--- src/pkg/odf_defines.svh ---
// Purpose: constants for the octal input debounce and fault block
// Assumes: 20 MHz system clock
// Notes:   times in ns, tick counts derived from them
// How it works
// - eight debounced channel outputs are presented in parallel
// - four debounce settings: none, 25 us, 0.75 ms, 3 ms
// - select pair hi,lo: 00 none, 01 25 us, 10 0.75 ms, 11 3 ms
// - filter clock period is one third of the selected debounce time
// - a change passes only after three stable filter clocks, else dropped
// - zero setting passes each comparator decision straight through
// - comparator decision 1 means sensor on, 0 means off
// - combined alarm asserts while junction temperature exceeds its limit
// - supply below off threshold asserts supply-low and combined alarms
// - supply alarms release only above the separate on threshold
// - regulator-pin powering holds supply-low and combined alarms active
// - combined alarm is active low, or of overtemp and supply-low
`ifndef ODF_DEFINES_SVH
`define ODF_DEFINES_SVH
`define ODF_CLK_PERIOD_NS 50
`define ODF_DB_25US_NS    25000
`define ODF_DB_750US_NS   750000
`define ODF_DB_3MS_NS     3000000
`define ODF_FILT_DIV      3
`define ODF_TICKS(t) (((t) + `ODF_FILT_DIV * `ODF_CLK_PERIOD_NS - 1) / (`ODF_FILT_DIV * `ODF_CLK_PERIOD_NS))
`define ODF_STABLE_TICKS  2'h3
`define ODF_REG_INPUTS    4'h0
`define ODF_REG_ALARMS    4'h4
`define ODF_REG_IRQ_STAT  4'h8
`define ODF_REG_IRQ_MASK  4'hC
`define ODF_ALM_OT        0
`define ODF_ALM_UV        1
`define ODF_ALM_REGMODE   2
`define ODF_ALM_TSEL      3
`define ODF_ALM_DBSEL_LO  4
`define ODF_ALM_DBSEL_HI  5
`define ODF_IRQ_OT        8
`define ODF_IRQ_UV        9
`define ODF_IRQ_W         10
`define ODF_IRQ_MASK_RST  10'h000
`endif

--- src/pkg/odf_pkg.sv ---
// Purpose: shared types of the octal input debounce and fault block
// Assumes: nothing
// Notes:   debounce select encoding as seen on the pin pair
package odf_pkg;
  typedef enum logic [1:0] {
    ODF_SEL_NONE  = 2'b00,
    ODF_SEL_25US  = 2'b01,
    ODF_SEL_750US = 2'b10,
    ODF_SEL_3MS   = 2'b11
  } odf_dbsel_t;
endpackage : odf_pkg

--- src/hw/odf_filter_chan.sv ---
// Purpose: one glitch filter channel
// Assumes: tick from shared divider, input already synchronised
// Notes:   first tick of a change may be partial, so four ticks are needed
`timescale 1ns/1ps
`default_nettype none
`include "odf_defines.svh"
module odf_filter_chan (
  input  wire logic i_clock,
  input  wire logic i_rst_n,
  input  wire logic i_clk_en,
  input  wire logic i_tick,
  input  wire logic i_bypass,
  input  wire logic i_in,
  output var  logic o_out
);
  logic       out_ff;
  logic [1:0] cnt_ff;

  always_ff @(posedge i_clock or negedge i_rst_n) begin
    if (!i_rst_n) begin
      out_ff <= 1'b0;
      cnt_ff <= 2'h0;
    end else if (i_clk_en) begin
      if (i_bypass) begin
        out_ff <= i_in;
        cnt_ff <= 2'h0;
      end else if (i_in == out_ff) begin
        cnt_ff <= 2'h0;
      end else if (i_tick) begin
        if (cnt_ff == `ODF_STABLE_TICKS) begin
          out_ff <= i_in;
          cnt_ff <= 2'h0;
        end else begin
          cnt_ff <= cnt_ff + 2'h1;
        end
      end
    end
  end

  assign o_out = out_ff;
endmodule : odf_filter_chan
`default_nettype wire

--- src/hw/odf_top.sv ---
// Purpose: octal input debounce with supply and temperature alarms
// Assumes: comparator decisions and monitor levels arrive asynchronously
// Notes:   registers over Avalon-MM, one wait state per access
//
// Added by the designer: the Avalon-MM interface to the registers and the placing of the registers.
`timescale 1ns/1ps
`default_nettype none
`include "odf_defines.svh"
module odf_top #(
  parameter int         N_CH         = 8,
  parameter int         CNT_W        = 15,
  parameter logic [14:0] P_TICK_750US = 15'(`ODF_TICKS(`ODF_DB_750US_NS)),
  parameter logic [14:0] P_TICK_3MS   = 15'(`ODF_TICKS(`ODF_DB_3MS_NS))
) (
  input  wire logic              I_CLOCK,
  input  wire logic              I_RST_N,
  input  wire logic              I_CLK_EN,
  input  wire logic [N_CH-1:0]   I_FIELD_INPUTS,
  input  wire logic              I_DEBOUNCE_SEL_LO,
  input  wire logic              I_DEBOUNCE_SEL_HI,
  input  wire logic              I_THRESHOLD_MODE_SEL,
  input  wire logic              I_OVERTEMP_LIMIT,
  input  wire logic              I_SUPPLY_OFF_THRESHOLD,
  input  wire logic              I_SUPPLY_ON_THRESHOLD,
  input  wire logic              I_REGULATOR_OUT_PIN,
  input  wire logic [3:0]        I_AVS_ADDRESS,
  input  wire logic              I_AVS_READ,
  input  wire logic              I_AVS_WRITE,
  input  wire logic [31:0]       I_AVS_WRITEDATA,
  input  wire logic [3:0]        I_AVS_BYTEENABLE,
  output var  logic [31:0]       O_AVS_READDATA,
  output var  logic              O_AVS_WAITREQUEST,
  output var  logic [N_CH-1:0]   O_LOGIC_OUTPUTS,
  output var  logic              O_SUPPLY_LOW_ALARM_N,
  output var  logic              O_FAULT_ALARM_N,
  output var  logic              O_IRQ
);
  localparam int        SYNC_W  = N_CH + 7;
  localparam logic [14:0] TICK_25US = 15'(`ODF_TICKS(`ODF_DB_25US_NS));

  // two-stage synchroniser; only sync_ff is read
  logic [SYNC_W-1:0] meta_ff;
  logic [SYNC_W-1:0] sync_ff;

  always_ff @(posedge I_CLOCK or negedge I_RST_N) begin
    if (!I_RST_N) begin
      meta_ff <= '0;
      sync_ff <= '0;
    end else if (I_CLK_EN) begin
      meta_ff <= {I_REGULATOR_OUT_PIN, I_SUPPLY_ON_THRESHOLD, I_SUPPLY_OFF_THRESHOLD,
                  I_OVERTEMP_LIMIT, I_THRESHOLD_MODE_SEL, I_DEBOUNCE_SEL_HI,
                  I_DEBOUNCE_SEL_LO, I_FIELD_INPUTS};
      sync_ff <= meta_ff;
    end
  end

  logic [N_CH-1:0]         field_s;
  odf_pkg::odf_dbsel_t     sel_s;
  logic                    tsel_s;
  logic                    ot_s;
  logic                    below_off_s;
  logic                    above_on_s;
  logic                    reg_s;

  // decision polarity kept: 1 is sensor on
  assign field_s     = sync_ff[N_CH-1:0];
  assign sel_s       = odf_pkg::odf_dbsel_t'(sync_ff[N_CH+1:N_CH]);
  assign tsel_s      = sync_ff[N_CH+2];
  assign ot_s        = sync_ff[N_CH+3];
  assign below_off_s = sync_ff[N_CH+4];
  assign above_on_s  = sync_ff[N_CH+5];
  assign reg_s       = sync_ff[N_CH+6];

  // shared filter clock divider
  logic [CNT_W-1:0] tick_lim;
  logic [CNT_W-1:0] tick_cnt_ff;
  logic             bypass;
  logic             tick;

  always_comb begin
    case (sel_s)
      odf_pkg::ODF_SEL_NONE:  tick_lim = '0;
      odf_pkg::ODF_SEL_25US:  tick_lim = CNT_W'(TICK_25US - 15'h1);
      odf_pkg::ODF_SEL_750US: tick_lim = CNT_W'(P_TICK_750US - 15'h1);
      odf_pkg::ODF_SEL_3MS:   tick_lim = CNT_W'(P_TICK_3MS - 15'h1);
      default:                tick_lim = '0;
    endcase
  end

  assign bypass = (sel_s == odf_pkg::ODF_SEL_NONE);
  // >= so a shorter setting takes effect at once
  assign tick   = !bypass && (tick_cnt_ff >= tick_lim);

  always_ff @(posedge I_CLOCK or negedge I_RST_N) begin
    if (!I_RST_N) begin
      tick_cnt_ff <= '0;
    end else if (I_CLK_EN) begin
      if (bypass || tick) begin
        tick_cnt_ff <= '0;
      end else begin
        tick_cnt_ff <= tick_cnt_ff + CNT_W'(1);
      end
    end
  end

  logic [N_CH-1:0] filt_out;

  genvar gi;
  generate
    for (gi = 0; gi < N_CH; gi++) begin : g_chan
      odf_filter_chan u_chan (
        .i_clock  (I_CLOCK),
        .i_rst_n  (I_RST_N),
        .i_clk_en (I_CLK_EN),
        .i_tick   (tick),
        .i_bypass (bypass),
        .i_in     (field_s[gi]),
        .o_out    (filt_out[gi])
      );
    end
  endgenerate

  assign O_LOGIC_OUTPUTS = filt_out;

  // alarms; reset shows them asserted until the monitors are seen
  logic uv_ff;
  logic nxt_uv;
  logic alarm_uv_ff;
  logic alarm_fault_ff;
  logic ot_ff;
  logic nxt_alarm_uv;
  logic nxt_alarm_fault;

  always_comb begin
    nxt_uv = uv_ff;
    if (below_off_s) begin
      nxt_uv = 1'b1;
    end else if (above_on_s) begin
      nxt_uv = 1'b0;
    end
  end

  // regulator powering forces the supply-low alarm and through it the combined alarm; uv_ff and ot_ff still follow the monitors
  assign nxt_alarm_uv    = nxt_uv || reg_s;
  assign nxt_alarm_fault = nxt_alarm_uv || ot_s;

  always_ff @(posedge I_CLOCK or negedge I_RST_N) begin
    if (!I_RST_N) begin
      uv_ff          <= 1'b1;
      alarm_uv_ff    <= 1'b1;
      alarm_fault_ff <= 1'b1;
      ot_ff          <= 1'b0;
    end else if (I_CLK_EN) begin
      uv_ff          <= nxt_uv;
      alarm_uv_ff    <= nxt_alarm_uv;
      alarm_fault_ff <= nxt_alarm_fault;
      ot_ff          <= ot_s;
    end
  end

  assign O_SUPPLY_LOW_ALARM_N = !alarm_uv_ff;
  assign O_FAULT_ALARM_N      = !alarm_fault_ff;

  // interrupt events
  logic [N_CH-1:0]        out_prev_ff;
  logic [`ODF_IRQ_W-1:0]  ev_set;
  logic [`ODF_IRQ_W-1:0]  irq_stat_ff;
  logic [`ODF_IRQ_W-1:0]  irq_mask_ff;
  logic [`ODF_IRQ_W-1:0]  irq_clr;
  logic                   irq_ff;

  always_ff @(posedge I_CLOCK or negedge I_RST_N) begin
    if (!I_RST_N) begin
      out_prev_ff <= '0;
    end else if (I_CLK_EN) begin
      out_prev_ff <= filt_out;
    end
  end

  always_comb begin
    ev_set                  = '0;
    ev_set[N_CH-1:0]        = filt_out ^ out_prev_ff;
    ev_set[`ODF_IRQ_OT]     = ot_s && !ot_ff;
    ev_set[`ODF_IRQ_UV]     = nxt_alarm_uv && !alarm_uv_ff;
  end

  // avalon slave, one wait state
  logic        ack_ff;
  logic        req;
  logic        wr_done;
  logic [31:0] rdata_ff;

  function automatic logic hit(input logic [3:0] addr, input logic [3:0] offs);
    hit = (addr[3:2] == offs[3:2]);
  endfunction : hit

  assign req               = I_AVS_READ || I_AVS_WRITE;
  assign O_AVS_WAITREQUEST = req && !(ack_ff && I_CLK_EN);
  assign wr_done           = I_AVS_WRITE && ack_ff && I_CLK_EN;

  always_ff @(posedge I_CLOCK or negedge I_RST_N) begin
    if (!I_RST_N) begin
      ack_ff <= 1'b0;
    end else if (I_CLK_EN) begin
      ack_ff <= req && !ack_ff;
    end
  end

  always_comb begin
    irq_clr = '0;
    if (wr_done && hit(I_AVS_ADDRESS, `ODF_REG_IRQ_STAT)) begin
      if (I_AVS_BYTEENABLE[0]) begin
        irq_clr[7:0] = I_AVS_WRITEDATA[7:0];
      end
      if (I_AVS_BYTEENABLE[1]) begin
        irq_clr[`ODF_IRQ_W-1:8] = I_AVS_WRITEDATA[`ODF_IRQ_W-1:8];
      end
    end
  end

  always_ff @(posedge I_CLOCK or negedge I_RST_N) begin
    if (!I_RST_N) begin
      irq_stat_ff <= '0;
    end else if (I_CLK_EN) begin
      // set wins over a simultaneous clear
      irq_stat_ff <= (irq_stat_ff & ~irq_clr) | ev_set;
    end
  end

  always_ff @(posedge I_CLOCK or negedge I_RST_N) begin
    if (!I_RST_N) begin
      irq_mask_ff <= `ODF_IRQ_MASK_RST;
    end else if (wr_done && hit(I_AVS_ADDRESS, `ODF_REG_IRQ_MASK)) begin
      if (I_AVS_BYTEENABLE[0]) begin
        irq_mask_ff[7:0] <= I_AVS_WRITEDATA[7:0];
      end
      if (I_AVS_BYTEENABLE[1]) begin
        irq_mask_ff[`ODF_IRQ_W-1:8] <= I_AVS_WRITEDATA[`ODF_IRQ_W-1:8];
      end
    end
  end

  always_ff @(posedge I_CLOCK or negedge I_RST_N) begin
    if (!I_RST_N) begin
      irq_ff <= 1'b0;
    end else if (I_CLK_EN) begin
      irq_ff <= |(irq_stat_ff & irq_mask_ff);
    end
  end

  assign O_IRQ = irq_ff;

  logic [31:0] nxt_rdata;

  always_comb begin
    nxt_rdata = 32'h00000000;
    if (hit(I_AVS_ADDRESS, `ODF_REG_INPUTS)) begin
      nxt_rdata[N_CH-1:0] = filt_out;
    end else if (hit(I_AVS_ADDRESS, `ODF_REG_ALARMS)) begin
      nxt_rdata[`ODF_ALM_OT]       = ot_ff;
      nxt_rdata[`ODF_ALM_UV]       = alarm_uv_ff;
      nxt_rdata[`ODF_ALM_REGMODE]  = reg_s;
      nxt_rdata[`ODF_ALM_TSEL]     = tsel_s;
      nxt_rdata[`ODF_ALM_DBSEL_LO] = sel_s[0];
      nxt_rdata[`ODF_ALM_DBSEL_HI] = sel_s[1];
    end else if (hit(I_AVS_ADDRESS, `ODF_REG_IRQ_STAT)) begin
      nxt_rdata[`ODF_IRQ_W-1:0] = irq_stat_ff;
    end else if (hit(I_AVS_ADDRESS, `ODF_REG_IRQ_MASK)) begin
      nxt_rdata[`ODF_IRQ_W-1:0] = irq_mask_ff;
    end
  end

  always_ff @(posedge I_CLOCK or negedge I_RST_N) begin
    if (!I_RST_N) begin
      rdata_ff <= 32'h00000000;
    end else if (I_CLK_EN && I_AVS_READ && !ack_ff) begin
      rdata_ff <= nxt_rdata;
    end
  end

  assign O_AVS_READDATA = rdata_ff;

  // checks; helper counts cycles between filter ticks
  logic [CNT_W-1:0]    gap_ff;
  logic                sel_chg_ff;
  odf_pkg::odf_dbsel_t sel_prev_ff;
  logic                sel_moved;

  // select change seen after the second stage only, never on the first
  assign sel_moved = (sel_s != sel_prev_ff);

  always_ff @(posedge I_CLOCK or negedge I_RST_N) begin
    if (!I_RST_N) begin
      gap_ff      <= '0;
      sel_chg_ff  <= 1'b0;
      sel_prev_ff <= odf_pkg::ODF_SEL_NONE;
    end else if (I_CLK_EN) begin
      gap_ff      <= tick ? '0 : gap_ff + CNT_W'(1);
      sel_chg_ff  <= tick ? 1'b0 : (sel_chg_ff || sel_moved);
      sel_prev_ff <= sel_s;
    end
  end
endmodule : odf_top
`default_nettype wire

--- config.mk ---
export PLATFORM = sky130hd
export DESIGN_NAME = odf_top
export DESIGN_NICKNAME = d
export VERILOG_FILES = /design/src/pkg/odf_pkg.sv /design/src/hw/odf_filter_chan.sv /design/src/hw/odf_top.sv
export VERILOG_INCLUDE_DIRS = /design/src /design/src/pkg
export SDC_FILE = /design/constraint.sdc
export NUM_CORES = 1
export LEC_CHECK = 0
export ABC_AREA = 1
export BUFFER_PORTS_ARGS = -buffer_cell sky130_fd_sc_hd__buf_2
export CORE_MARGIN = 3
export CORE_UTILIZATION = 40
export DETAILED_ROUTE_END_ITERATION = 6
export PLACE_DENSITY_LB_ADDON = 0.08
export SLEW_MARGIN = 20
export SYNTH_ARGS = -nofsm -noshare
export SYNTH_HDL_FRONTEND = slang
export SYNTH_SLANG_ARGS = --single-unit
--- constraint.sdc ---
create_clock -name I_CLOCK -period 2.9 [get_ports I_CLOCK]
set_clock_uncertainty 0.2 [all_clocks]
set_input_delay 0.58 -clock I_CLOCK [delete_from_list [all_inputs] [get_ports I_CLOCK]]
set_output_delay 0.58 -clock I_CLOCK [all_outputs]
set_load 0.01 [all_outputs]
==> flow_metrics.env, run 1 <==
export IMPL_cp_arrival_ns=2.74
export IMPL_yosysTopAreaCellShare=0.4453
export IMPL_num_nets_final=920
export IMPL_fin_total_pwr_w=0.005619
export IMPL_drive_above_1_share=0.1262
export IMPL_maxSlewViolCount=0
export IMPL_drt_iter0_markers=404
export IMPL_synth_edff_count=0
export IMPL_num_rows=44
export IMPL_holdPathEnd="meta_ff[7]"
export IMPL_synthFlopType="dfrtp_1"
export IMPL_worstSetupStartpointType="register"
export IMPL_ctsResizeCount=0
export IMPL_irDropWorstVdd_uv=438.9
export IMPL_final_setup_tns_ns=0
export IMPL_worstPathMaxFanout=20
export IMPL_port_buffers=55
export IMPL_die_h_microns=130.3
export IMPL_synth_distinct_cells=37
export IMPL_cts_buffer_depth=2
export IMPL_hold_violations=0
export IMPL_multi_input_area_sq_um=2711
export IMPL_maxCapViolations=0
export IMPL_hp_class="in2reg"
export IMPL_min_from="I_FIELD_INPUTS[7]"
export IMPL_synth_area_leader_cell="dfrtp_1"
export IMPL_r2r_end="g_chan[6].u_chan.cnt_ff[1]"
export IMPL_crit_path_end_kind="register"
export IMPL_n_antenna_cell=0
export IMPL_via_per_inst=5.007
export IMPL_regArea_sq_um=2831
export IMPL_cts_buffers_inserted=17
export IMPL_start_util=0.4175
export IMPL_synth_ff_latch_count=113
export IMPL_cellPowerDensity_nw_per_um2=786.4
export IMPL_synth_seq_area_share=0.4580
export IMPL_dieArea_sq_um=16980
export IMPL_wl_mm=14.85
export IMPL_leakagePower_nw=3.685
export IMPL_drc=0
export IMPL_fin_crit_sh=0.9132
export IMPL_firstDrtPassIters=5
export IMPL_crit_reg2reg_launch="sync_ff[8]"
export IMPL_finalSetupViolations=0
export IMPL_min_path_cells=3
export IMPL_fillers=1466
export IMPL_grt_max_degree=94
export IMPL_clk_latency_ns=0.41
export IMPL_worst_slack_ns=0.2516
export IMPL_synth_warnings=0
export IMPL_worstRegToRegCells=13
export IMPL_rsz0062_at_grt="no"
export IMPL_critPathRequiredTime_ns=3.00
export IMPL_cts_sinks=113
export IMPL_syn_inst=784
export IMPL_syn_avg_cell_area_sq_um=7.885
export IMPL_critical_path_class="reg2reg"
export IMPL_ioPinCount=104
export IMPL_grt_pass1_vias=4968
export IMPL_dp_slack_ns=0.2842
export IMPL_tightest_slew_ns=0.7030
export IMPL_area_growth_pct=15.58
export IMPL_grt_overflow=0
export IMPL_vias=5167
export IMPL_ant_nets=0
export IMPL_die_width_microns=130.3
export IMPL_dpl_cell_area_sq_um=6546
export IMPL_r2r_slack_ns=0.25
export IMPL_wire_per_inst_microns=14.39
export IMPL_dp_hpwl_mm=10.50
export IMPL_synth_area_top_cells="dfrtp_1 (45%), nand2_1 (14%), inv_1 (5.6%)"
export IMPL_fin_area_sq_um=7146
export IMPL_slew_headroom=0.5296
export IMPL_ys_async_sr_fraction=1.000
export IMPL_syn_cell_area_sq_um=6182
export IMPL_grt_use_total=0.1846
export IMPL_cts_root_buf="clkbuf_16"
export IMPL_h_tree_depth=4
export IMPL_min_period_ns=2.648
export IMPL_cts_tree="yes"
export IMPL_antenna_found_initial=0
export IMPL_place_congestion=0.8372
export IMPL_clk_pin_slew_ns=0.05
export IMPL_outcome="completed"
export IMPL_grt_pass1_wl_mm=24.37
export IMPL_core_sq_um=14810
export IMPL_utilization=0.4825
export IMPL_max_freq_mhz=377.6
## critical path, cell delays in order, from the launching register on
cell and delay (ns):
dfrtp_1 0.42, inv_1 0.14, ha_1 0.22, inv_1 0.09, ha_1 0.31, nand2_1 0.07, inv_1 0.03, o21ai_0 0.14
nand2_1 0.10, a21oi_1 0.22, nand4_2 0.17, buf_4 0.25, nand4_1 0.10, nand2_1 0.07
## how the worst max path moves through the flow
stage	startpoint	to
2_1_floorplan	sync_ff[8]	tick_cnt_ff[5]
3_3_place_gp	sync_ff[8]	g_chan[2].u_chan.cnt_ff[1]
3_5_place_dp	sync_ff[8]	g_chan[6].u_chan.cnt_ff[1]
4_1_cts	sync_ff[8]	g_chan[6].u_chan.cnt_ff[1]
5_1_grt	sync_ff[8]	g_chan[1].u_chan.o_out
6_report	sync_ff[8]	g_chan[6].u_chan.cnt_ff[1]
## cell usage after synthesis, types with 7 or more instances
cell type and count:
nand2_1 233, xnor2_1 10, nor2_1 41, o21ai_0 62, buf_4 33, nand4_1 13
nor3_1 11, clkbuf_1 15, a221oi_1 8, dfrtp_1 110, ha_1 25, o31ai_1 8
nand3_1 56, nor4_1 7, inv_1 93, a21oi_1 16
## cells by family (layout without fill, tap and decap cells)
| logic type | count (synthesis) | count (layout) | synth area share |
|---|---|---|---|
| XOR/XNOR | 15 | 15 | 0.02125 |
| adder cells (fa/ha/maj) | 25 | 25 | 0.05060 |
| AND/OR/NAND/NOR | 369 | 369 | 0.2522 |
| AO/OA/AOI/OAI | 109 | 109 | 0.1012 |
| flip-flops | 113 | 113 | 0.4580 |
| other | 1 | 22 | 0.0006066 |
| buffers and inverters | 152 | 195 | 0.1162 |
## stage by stage
stage          hold WS (ns)  std cells
2_1_floorplan       0.08441        805
3_3_place_gp         0.2562        999
3_5_place_dp         0.2583        999
4_1_cts              0.1501       1032
5_1_grt              0.1684       1032
6_report             0.1659       1032
## where the power goes
group          switching [W]  internal [W]  total (W)
Combinational       0.000841      0.000512    0.00135
Sequential          0.000305       0.00190    0.00221
Clock               0.000746       0.00131    0.00206
## routing by layer
metal | track usage | vias up | part of all wire
li1 | - | 2608 | -
met1 | 0.2578 | 2435 | 0.49
met2 | 0.2812 | 103 | 0.45
met3 | 0.03848 | 21 | 0.041
met4 | 0.07274 | 0 | 0.017
met5 | 0 | - | 0
## cell usage in the layout, fill, tap and decap left out, types with 3 or more instances in the layout
cell and instances:
a21oi_1 16, a221oi_1 8, a31oi_1 4, buf_12 4, buf_2 53, buf_4 9
clkbuf_16 17, clkinv_2 3, clkinvlp_4 3, conb_1 22, dfrtp_1 110, dfstp_2 3
ha_1 25, inv_1 93, nand2_1 233, nand3_1 56, nand4_1 13, nor2_1 41
nor3_1 11, nor3b_1 3, nor4_1 7, o21ai_0 62, o22ai_1 5, o31ai_1 8
xnor2_1 10, xor2_1 5
## area by class of cell
| class | instances | share of cell area |
|---|---|---|
| sequential | 113 | 0.3963 |
| multi-input combinational | 540 | 0.3794 |
| clock buffer | 20 | 0.06391 |
| timing repair buffer | 67 | 0.05918 |
| inverter | 96 | 0.05043 |
| tap | 184 | 0.03222 |
| clock inverter | 12 | 0.01856 |
## repair_timing
item | CTS | global route
buffers inserted | 0 | 0
hold buffers | 1 | 0
endpoints found under the setup margin | 0 | 0
hold endpoints to repair | 2 | 0
## registers in the layout, summed over array words and instances, names as in the netlist
name                  count
irq_stat_ff              10
O_AVS_READDATA           10
ot_ff                     1
irq_mask_ff              10
alarm_fault_ff            1
tick_cnt_ff              15
alarm_uv_ff               1
g_chan.u_chan.o_out       8
meta_ff                  15
uv_ff                     1
ack_ff                    1
O_IRQ                     1
sync_ff                  15
out_prev_ff               8
g_chan.u_chan.cnt_ff     16
Power figures use the tool's default switching activity.
==> run 2: changes to the inputs <==
--- a/config.mk
+++ b/config.mk
@@ -7,10 +7,10 @@
 export NUM_CORES = 1
 export LEC_CHECK = 0
 export ABC_AREA = 1
-export BUFFER_PORTS_ARGS = -buffer_cell sky130_fd_sc_hd__buf_2
-export CORE_MARGIN = 3
+export CORE_MARGIN = 10
 export CORE_UTILIZATION = 40
 export DETAILED_ROUTE_END_ITERATION = 6
+export DONT_BUFFER_PORTS = 1
 export PLACE_DENSITY_LB_ADDON = 0.08
 export SLEW_MARGIN = 20
 export SYNTH_ARGS = -nofsm -noshare
==> constraint.sdc (replaced) <==
create_clock -name I_CLOCK -period 2.9 [get_ports I_CLOCK]
set_clock_uncertainty 0.2 [all_clocks]
set_input_delay 0.29 -clock I_CLOCK [delete_from_list [all_inputs] [get_ports I_CLOCK]]
set_output_delay 0.29 -clock I_CLOCK [all_outputs]
set_load 0.01 [all_outputs]
==> run 2 against run 1 <==
  * The run now ends with negative hold slack left
  * Clock power up 15%
  * Register-to-register slack better by 0.06 ns
  * Combinational power down 13%
  * Critical path depth up 1
  * Final cell count down 1.8%
  * Critical path type unchanged
  * Largest cell class unchanged
  * Largest power group is now the clock network
==> flow_metrics.env, run 2 (same netlist as run 1, synthesis figures left out) <==
export IMPL_r2r_slack_ns=0.31
export IMPL_drive_above_1_share=0.06424
export IMPL_firstDrtPassIters=4
export IMPL_cp_num_buf_inv=4
export IMPL_core_sq_um=15200
export IMPL_ioPinCount=104
export IMPL_grt_max_degree=114
export IMPL_path_cells="inv_1, ha_1, inv_1, ha_1, nand2_1, inv_1, o21ai_0, nand2_1, a21oi_1, nand4_2, buf_4, nand3_1, nand2_1, nand2_1"
export IMPL_cpMostUsedCell="nand2_1"
export IMPL_leakagePower_nw=3.625
export IMPL_cp_arrival_ns=2.75
export IMPL_final_cell_mix="nand2_1 (233), dfrtp_1 (110), inv_1 (93)"
export IMPL_fin_crit_sh=0.8932
export IMPL_grt_pass1_wl_mm=26.10
export IMPL_wl_mm=16.09
export IMPL_min_period_ns=2.590
export IMPL_r2r_end="g_chan[1].u_chan.o_out"
export IMPL_cellPowerDensity_nw_per_um2=807.6
export IMPL_via_per_inst=5.072
export IMPL_cts_root_buf="clkbuf_16"
export IMPL_critPathRequiredTime_ns=3.06
export IMPL_ant_nets=0
export IMPL_critical_path_class="reg2reg"
export IMPL_die_h_microns=144.3
export IMPL_dpl_cell_area_sq_um=6198
export IMPL_violations="negative hold slack"
export IMPL_maxCapViolations=0
export IMPL_top_register="g_chan.u_chan.cnt_ff"
export IMPL_tightest_slew_ns=0.7019
export IMPL_hold_violations=113
export IMPL_largest_reg_flops=16
export IMPL_vias=5138
export IMPL_cts_hold_buf=33
export IMPL_slew_headroom=0.5303
export IMPL_max_freq_mhz=386.1
export IMPL_fin_area_sq_um=7242
export IMPL_num_rows=45
export IMPL_hp_class="in2async"
export IMPL_dieArea_sq_um=20830
export IMPL_num_nets_final=897
export IMPL_final_common_cell="nand2_1"
export IMPL_grt_pass1_vias=5152
export IMPL_endpoint="g_chan[1].u_chan.o_out"
export IMPL_n_antenna_cell=0
export IMPL_area_growth_pct=17.14
export IMPL_cts_buffers_inserted=17
export IMPL_worstSetupStartpointType="register"
export IMPL_cts_sinks=113
export IMPL_worstPathMaxFanout=20
export IMPL_utilization=0.4764
export IMPL_drt_iter0_markers=303
export IMPL_crit_slowest_cell="dfrtp_1"
export IMPL_path_delay_family="simple AND/OR/NAND/NOR gates"
export IMPL_start_util=0.4067
export IMPL_cts_tree="yes"
export IMPL_cts_buffer_depth=2
export IMPL_worstRegToRegCells=14
export IMPL_place_congestion=0.8488
export IMPL_drc=0
export IMPL_cpPeakStageDelay_ns=0.41
export IMPL_irDropWorstVdd_uv=467.4
export IMPL_port_buffers=0
export IMPL_maxSlewViolCount=0
export IMPL_rsz0062_at_grt="no"
export IMPL_finalSetupViolations=0
export IMPL_final_setup_tns_ns=0
export IMPL_die_width_microns=144.3
export IMPL_holdWs_ns=-0.6301
export IMPL_crit_reg2reg_launch="sync_ff[8]"
export IMPL_wire_per_inst_microns=15.88
export IMPL_crit_path_end_kind="register"
export IMPL_antenna_found_initial=0
export IMPL_grt_overflow=0
export IMPL_worst_path_stages=14
export IMPL_clk_pin_slew_ns=0.05
export IMPL_clk_latency_ns=0.42
export IMPL_h_tree_depth=4
export IMPL_outcome="complete, but fails checks"
export IMPL_grt_use_total=0.1590
export IMPL_worstSetupStartpoint="sync_ff[8]"
export IMPL_dp_hpwl_mm=10.73
[run 2: changes by cell type in the layout (fill, tap and decap cells not counted), sizes merged, moves of 2 or more]
cell         delta
buf            -54
bufinv          +3
clkbuf          +3
clkinv          -3
dlygate4sd3    +31
inv             -2
[run 2: how the worst min path moves through the flow]
stage                                       to  depth (start not counted)
floorplan                    O_AVS_READDATA[0]                          0
global placement                tick_cnt_ff[5]                          0
finish                          tick_cnt_ff[6]                          0
detailed placement              tick_cnt_ff[5]                          0
CTS                             tick_cnt_ff[6]                          0
global route        g_chan[0].u_chan.cnt_ff[1]                          0
[run 2: area by class of cell]
cell class | instances | area [sq um]
well taps | 188 | 235.2
clock inverters | 9 | 175.2
clock buffers | 23 | 498.0
fillers | 1494 | 7960
repair buffers | 44 | 430.4
inverters | 96 | 360.3
multi-input cells | 540 | 2711
flip-flops and latches | 113 | 2831
[run 2: power by group]
part	switching [W]	internal, W	leakage (nW)
sequential	0.000391	0.00190	1.41
clock	0.000734	0.00164	0.325
combinational	0.000720	0.000465	1.89
total	0.00184	0.00400	3.63
[run 2: per-layer routing]
layer,global-route usage,wire length (microns),vias to the layer above
met3,0.04526,1101,19
met4,0.05798,246,0
met2,0.2450,7300,120
met5,0,0,-
li1,-,-,2547
met1,0.2077,7437,2452
[run 2: metrics by stage]
stage / std cells / setup WS [ns] / total power [W]
floorplan: 805 / 0.6218 / 0.003173
global placement: 945 / 0.2843 / 0.003370
detailed placement: 945 / 0.2345 / 0.003432
CTS: 1010 / 0.2194 / 0.005888
global route: 1013 / 0.02147 / 0.006222
finish: 1013 / 0.3098 / 0.005849
[run 2: timing repair]
| action | in CTS | in global routing |
|---|---|---|
| endpoints found under the setup margin | 0 | 1 |
| endpoints found under the hold margin | 205 | 113 |
| setup buffers | 0 | 3 |
| resized for setup | 0 | 0 |
[run 2: worst register-to-register path, stage by stage, from the launching register on]
cell	delay, ns
dfrtp_1	0.41
inv_1	0.14
ha_1	0.21
inv_1	0.09
ha_1	0.32
nand2_1	0.07
inv_1	0.03
o21ai_0	0.14
nand2_1	0.09
a21oi_1	0.21
nand4_2	0.17
buf_4	0.24
nand3_1	0.09
nand2_1	0.06
nand2_1	0.07
==> run 3: changes to the inputs <==
==> constraint.sdc (replaced) <==
create_clock -name I_CLOCK -period 2.6 [get_ports I_CLOCK]
set_clock_uncertainty 0.2 [all_clocks]
set_input_delay 0.26 -clock I_CLOCK [delete_from_list [all_inputs] [get_ports I_CLOCK]]
set_output_delay 0.26 -clock I_CLOCK [all_outputs]
set_load 0.01 [all_outputs]
==> run 3 against run 2 <==
  * Die area unchanged
  * Critical endpoint is now g_chan[0].u_chan.cnt_ff[0]
  * Sequential share of layout area shrank 1.6 points
  * First-iteration DRC count down 4.3%
  * Routed wire length rose by 0.68%
  * Power grew 8.5%
  * Core utilization increased by 2.0 points
  * Highest routed layer unchanged
  * Count of clock-buffer cells in the layout decreased by 1
  * The flow still finishes with violations (negative hold slack)
  * Register-to-register slack lost 0.18 ns
  * Combinational power is 30% higher
  * Maximum frequency rose by 4.8%
  * Largest cell class unchanged
==> flow_metrics.env, run 3 (same netlist as run 1, synthesis figures left out) <==
export IMPL_grt_pass1_vias=5182
export IMPL_cts_buffer_depth=2
export IMPL_cts_tree="yes"
export IMPL_rsz0062_at_grt="yes"
export IMPL_largest_reg_flops=16
export IMPL_wl_met2_mm=7.312
export IMPL_worstSetupStartpoint="sync_ff[8]"
export IMPL_wl_met1_mm=7.528
export IMPL_worstSetupStartpointType="register"
export IMPL_grt_pass1_wl_mm=26.53
export IMPL_p_int_w=0.004260
export IMPL_grt_use_total=0.1618
export IMPL_num_nets_final=926
export IMPL_fillers=1473
export IMPL_crit_reg2reg_launch="sync_ff[8]"
export IMPL_p_clk_frac=0.367
export IMPL_irDropWorstVdd_uv=482.9
export IMPL_critical_path_class="reg2reg"
export IMPL_max_freq_mhz=404.7
export IMPL_critPathRequiredTime_ns=2.75
export IMPL_fin_crit_sh=0.9503
export IMPL_area_growth_pct=22.10
export IMPL_ioPinCount=104
export IMPL_crit_slowest_cell="dfrtp_2"
export IMPL_wl_mm=16.20
export IMPL_worstPathMaxFanout=7
export IMPL_hp_class="in2async"
export IMPL_maxSlewViolCount=0
export IMPL_drt_iter0_markers=290
export IMPL_worstRegToRegCells=14
export IMPL_drive_above_1_share=0.08548
export IMPL_grt_max_degree=114
export IMPL_maxCapViolations=0
export IMPL_endpoint="g_chan[0].u_chan.cnt_ff[0]"
export IMPL_dieArea_sq_um=20830
export IMPL_via_per_inst=5.037
export IMPL_cts_buffers_inserted=17
export IMPL_tightest_slew_ns=0.6764
export IMPL_place_congestion=0.8576
export IMPL_h_tree_depth=4
export IMPL_holdWs_ns=-0.6628
export IMPL_min_period_ns=2.471
export IMPL_outcome="complete, but fails checks"
export IMPL_hold_violations=113
export IMPL_dr_max_layer_used="met4"
export IMPL_routed_wl_met3_mm=1.101
export IMPL_top_register="g_chan.u_chan.cnt_ff"
export IMPL_cp_arrival_ns=2.62
export IMPL_grt_overflow=0
export IMPL_seqPwrFrac=0.392
export IMPL_final_setup_tns_ns=0
export IMPL_n_antenna_cell=0
export IMPL_drc=0
export IMPL_cts_root_buf="clkbuf_16"
export IMPL_die_width_microns=144.3
export IMPL_cts_hold_buf=58
export IMPL_vias=5249
export IMPL_die_h_microns=144.3
export IMPL_final_cell_mix="nand2_1 (232), dfrtp_1 (108), inv_1 (89)"
export IMPL_switching_share=0.3288
export IMPL_r2r_slack_ns=0.13
export IMPL_path_cells="inv_2, ha_2, nor2_4, ha_1, nand2_1, inv_1, o21ai_1, nand2_1, a21oi_2, nand4_4, nand2_8, buf_6, nand3_1, nand2_1"
export IMPL_cellPowerDensity_nw_per_um2=840.9
export IMPL_dp_hpwl_mm=10.84
export IMPL_firstDrtPassIters=5
export IMPL_worst_slack_ns=0.1293
export IMPL_cts_sinks=113
export IMPL_start_util=0.4067
export IMPL_slew_headroom=0.5474
export IMPL_num_rows=45
export IMPL_cpMostUsedCell="nand2_1"
export IMPL_clk_latency_ns=0.42
export IMPL_core_sq_um=15200
export IMPL_p_comb_frac=0.241
export IMPL_cpPeakStageDelay_ns=0.43
export IMPL_dp_slack_ns=-0.01551
export IMPL_clk_pin_slew_ns=0.05
export IMPL_final_common_cell="nand2_1"
export IMPL_fin_area_sq_um=7548
export IMPL_utilization=0.4965
export IMPL_wire_per_inst_microns=15.54
export IMPL_finalSetupViolations=0
export IMPL_r2r_end="g_chan[0].u_chan.cnt_ff[0]"
export IMPL_crit_path_end_kind="register"
export IMPL_leakagePower_nw=3.725
export IMPL_port_buffers=0
export IMPL_p_sw_w=0.002087
export IMPL_ant_nets=0
export IMPL_antenna_found_initial=0
export IMPL_violations="negative hold slack"
export IMPL_dpl_cell_area_sq_um=6236
-- run 3: how the worst min path moves through the flow --
stage                              endpoint
after CTS                   tick_cnt_ff[12]
after floorplan           O_AVS_READDATA[0]
after global routing         irq_stat_ff[9]
final                        tick_cnt_ff[7]
after global placement       tick_cnt_ff[6]
after detailed placement     tick_cnt_ff[5]
-- run 3: stage by stage --
step | hold WS (ns) | std cells | total power, W
floorplan | -0.2356 | 805 | 0.003539
global route | -0.6871 | 1042 | 0.006791
global placement | -0.2288 | 950 | 0.003794
CTS | -0.6803 | 1040 | 0.006351
detailed placement | -0.2289 | 950 | 0.003859
finish | -0.6628 | 1042 | 0.006348
-- run 3: layer usage --
metal,vias to the layer above,GRT usage
li1,2614,-
met1,2487,0.2119
met2,130,0.2462
met3,18,0.05051
met4,0,0.05745
met5,-,0
-- run 3: layout make-up --
| type | count | area [sq um] | share of cell area |
|---|---|---|---|
| clock buffers | 22 | 484.2 | 0.06415 |
| flip-flops and latches | 113 | 2834 | 0.3754 |
| well taps | 188 | 235.2 | 0.03116 |
| clock inverters | 10 | 108.9 | 0.01442 |
| inverters | 96 | 362.8 | 0.04807 |
| multi-input cells | 540 | 2793 | 0.3700 |
| repair buffers | 73 | 730.7 | 0.09680 |
-- run 3: power by group through the flow --
| stage | clock network, W | registers, W | logic [W] |
|---|---|---|---|
| floorplan | 0 | 0.00240 | 0.00114 |
| global placement | 0 | 0.00251 | 0.00128 |
| detailed placement | 0 | 0.00253 | 0.00133 |
| CTS | 0.00237 | 0.00250 | 0.00148 |
| global route | 0.00246 | 0.00255 | 0.00178 |
| finish | 0.00233 | 0.00249 | 0.00153 |
-- run 3: critical path, delay by kind of cell, from the launching register on --
family	cells	cell delay (ns)
AND/OR/NAND/NOR	7	0.68
adder cells (fa/ha/maj)	2	0.52
flip-flops	1	0.43
AO/OA/AOI/OAI	2	0.29
buffers and inverters	3	0.26
-- run 3: what timing repair did --
| item | 4_1_cts | 5_1_grt |
|---|---|---|
| setup buffers | 0 | 2 |
| endpoints found under the setup margin | 20 | 39 |
| resized for setup | 1 | 28 |
| pin swaps | 0 | 4 |
| endpoints found under the hold margin | 208 | 113 |
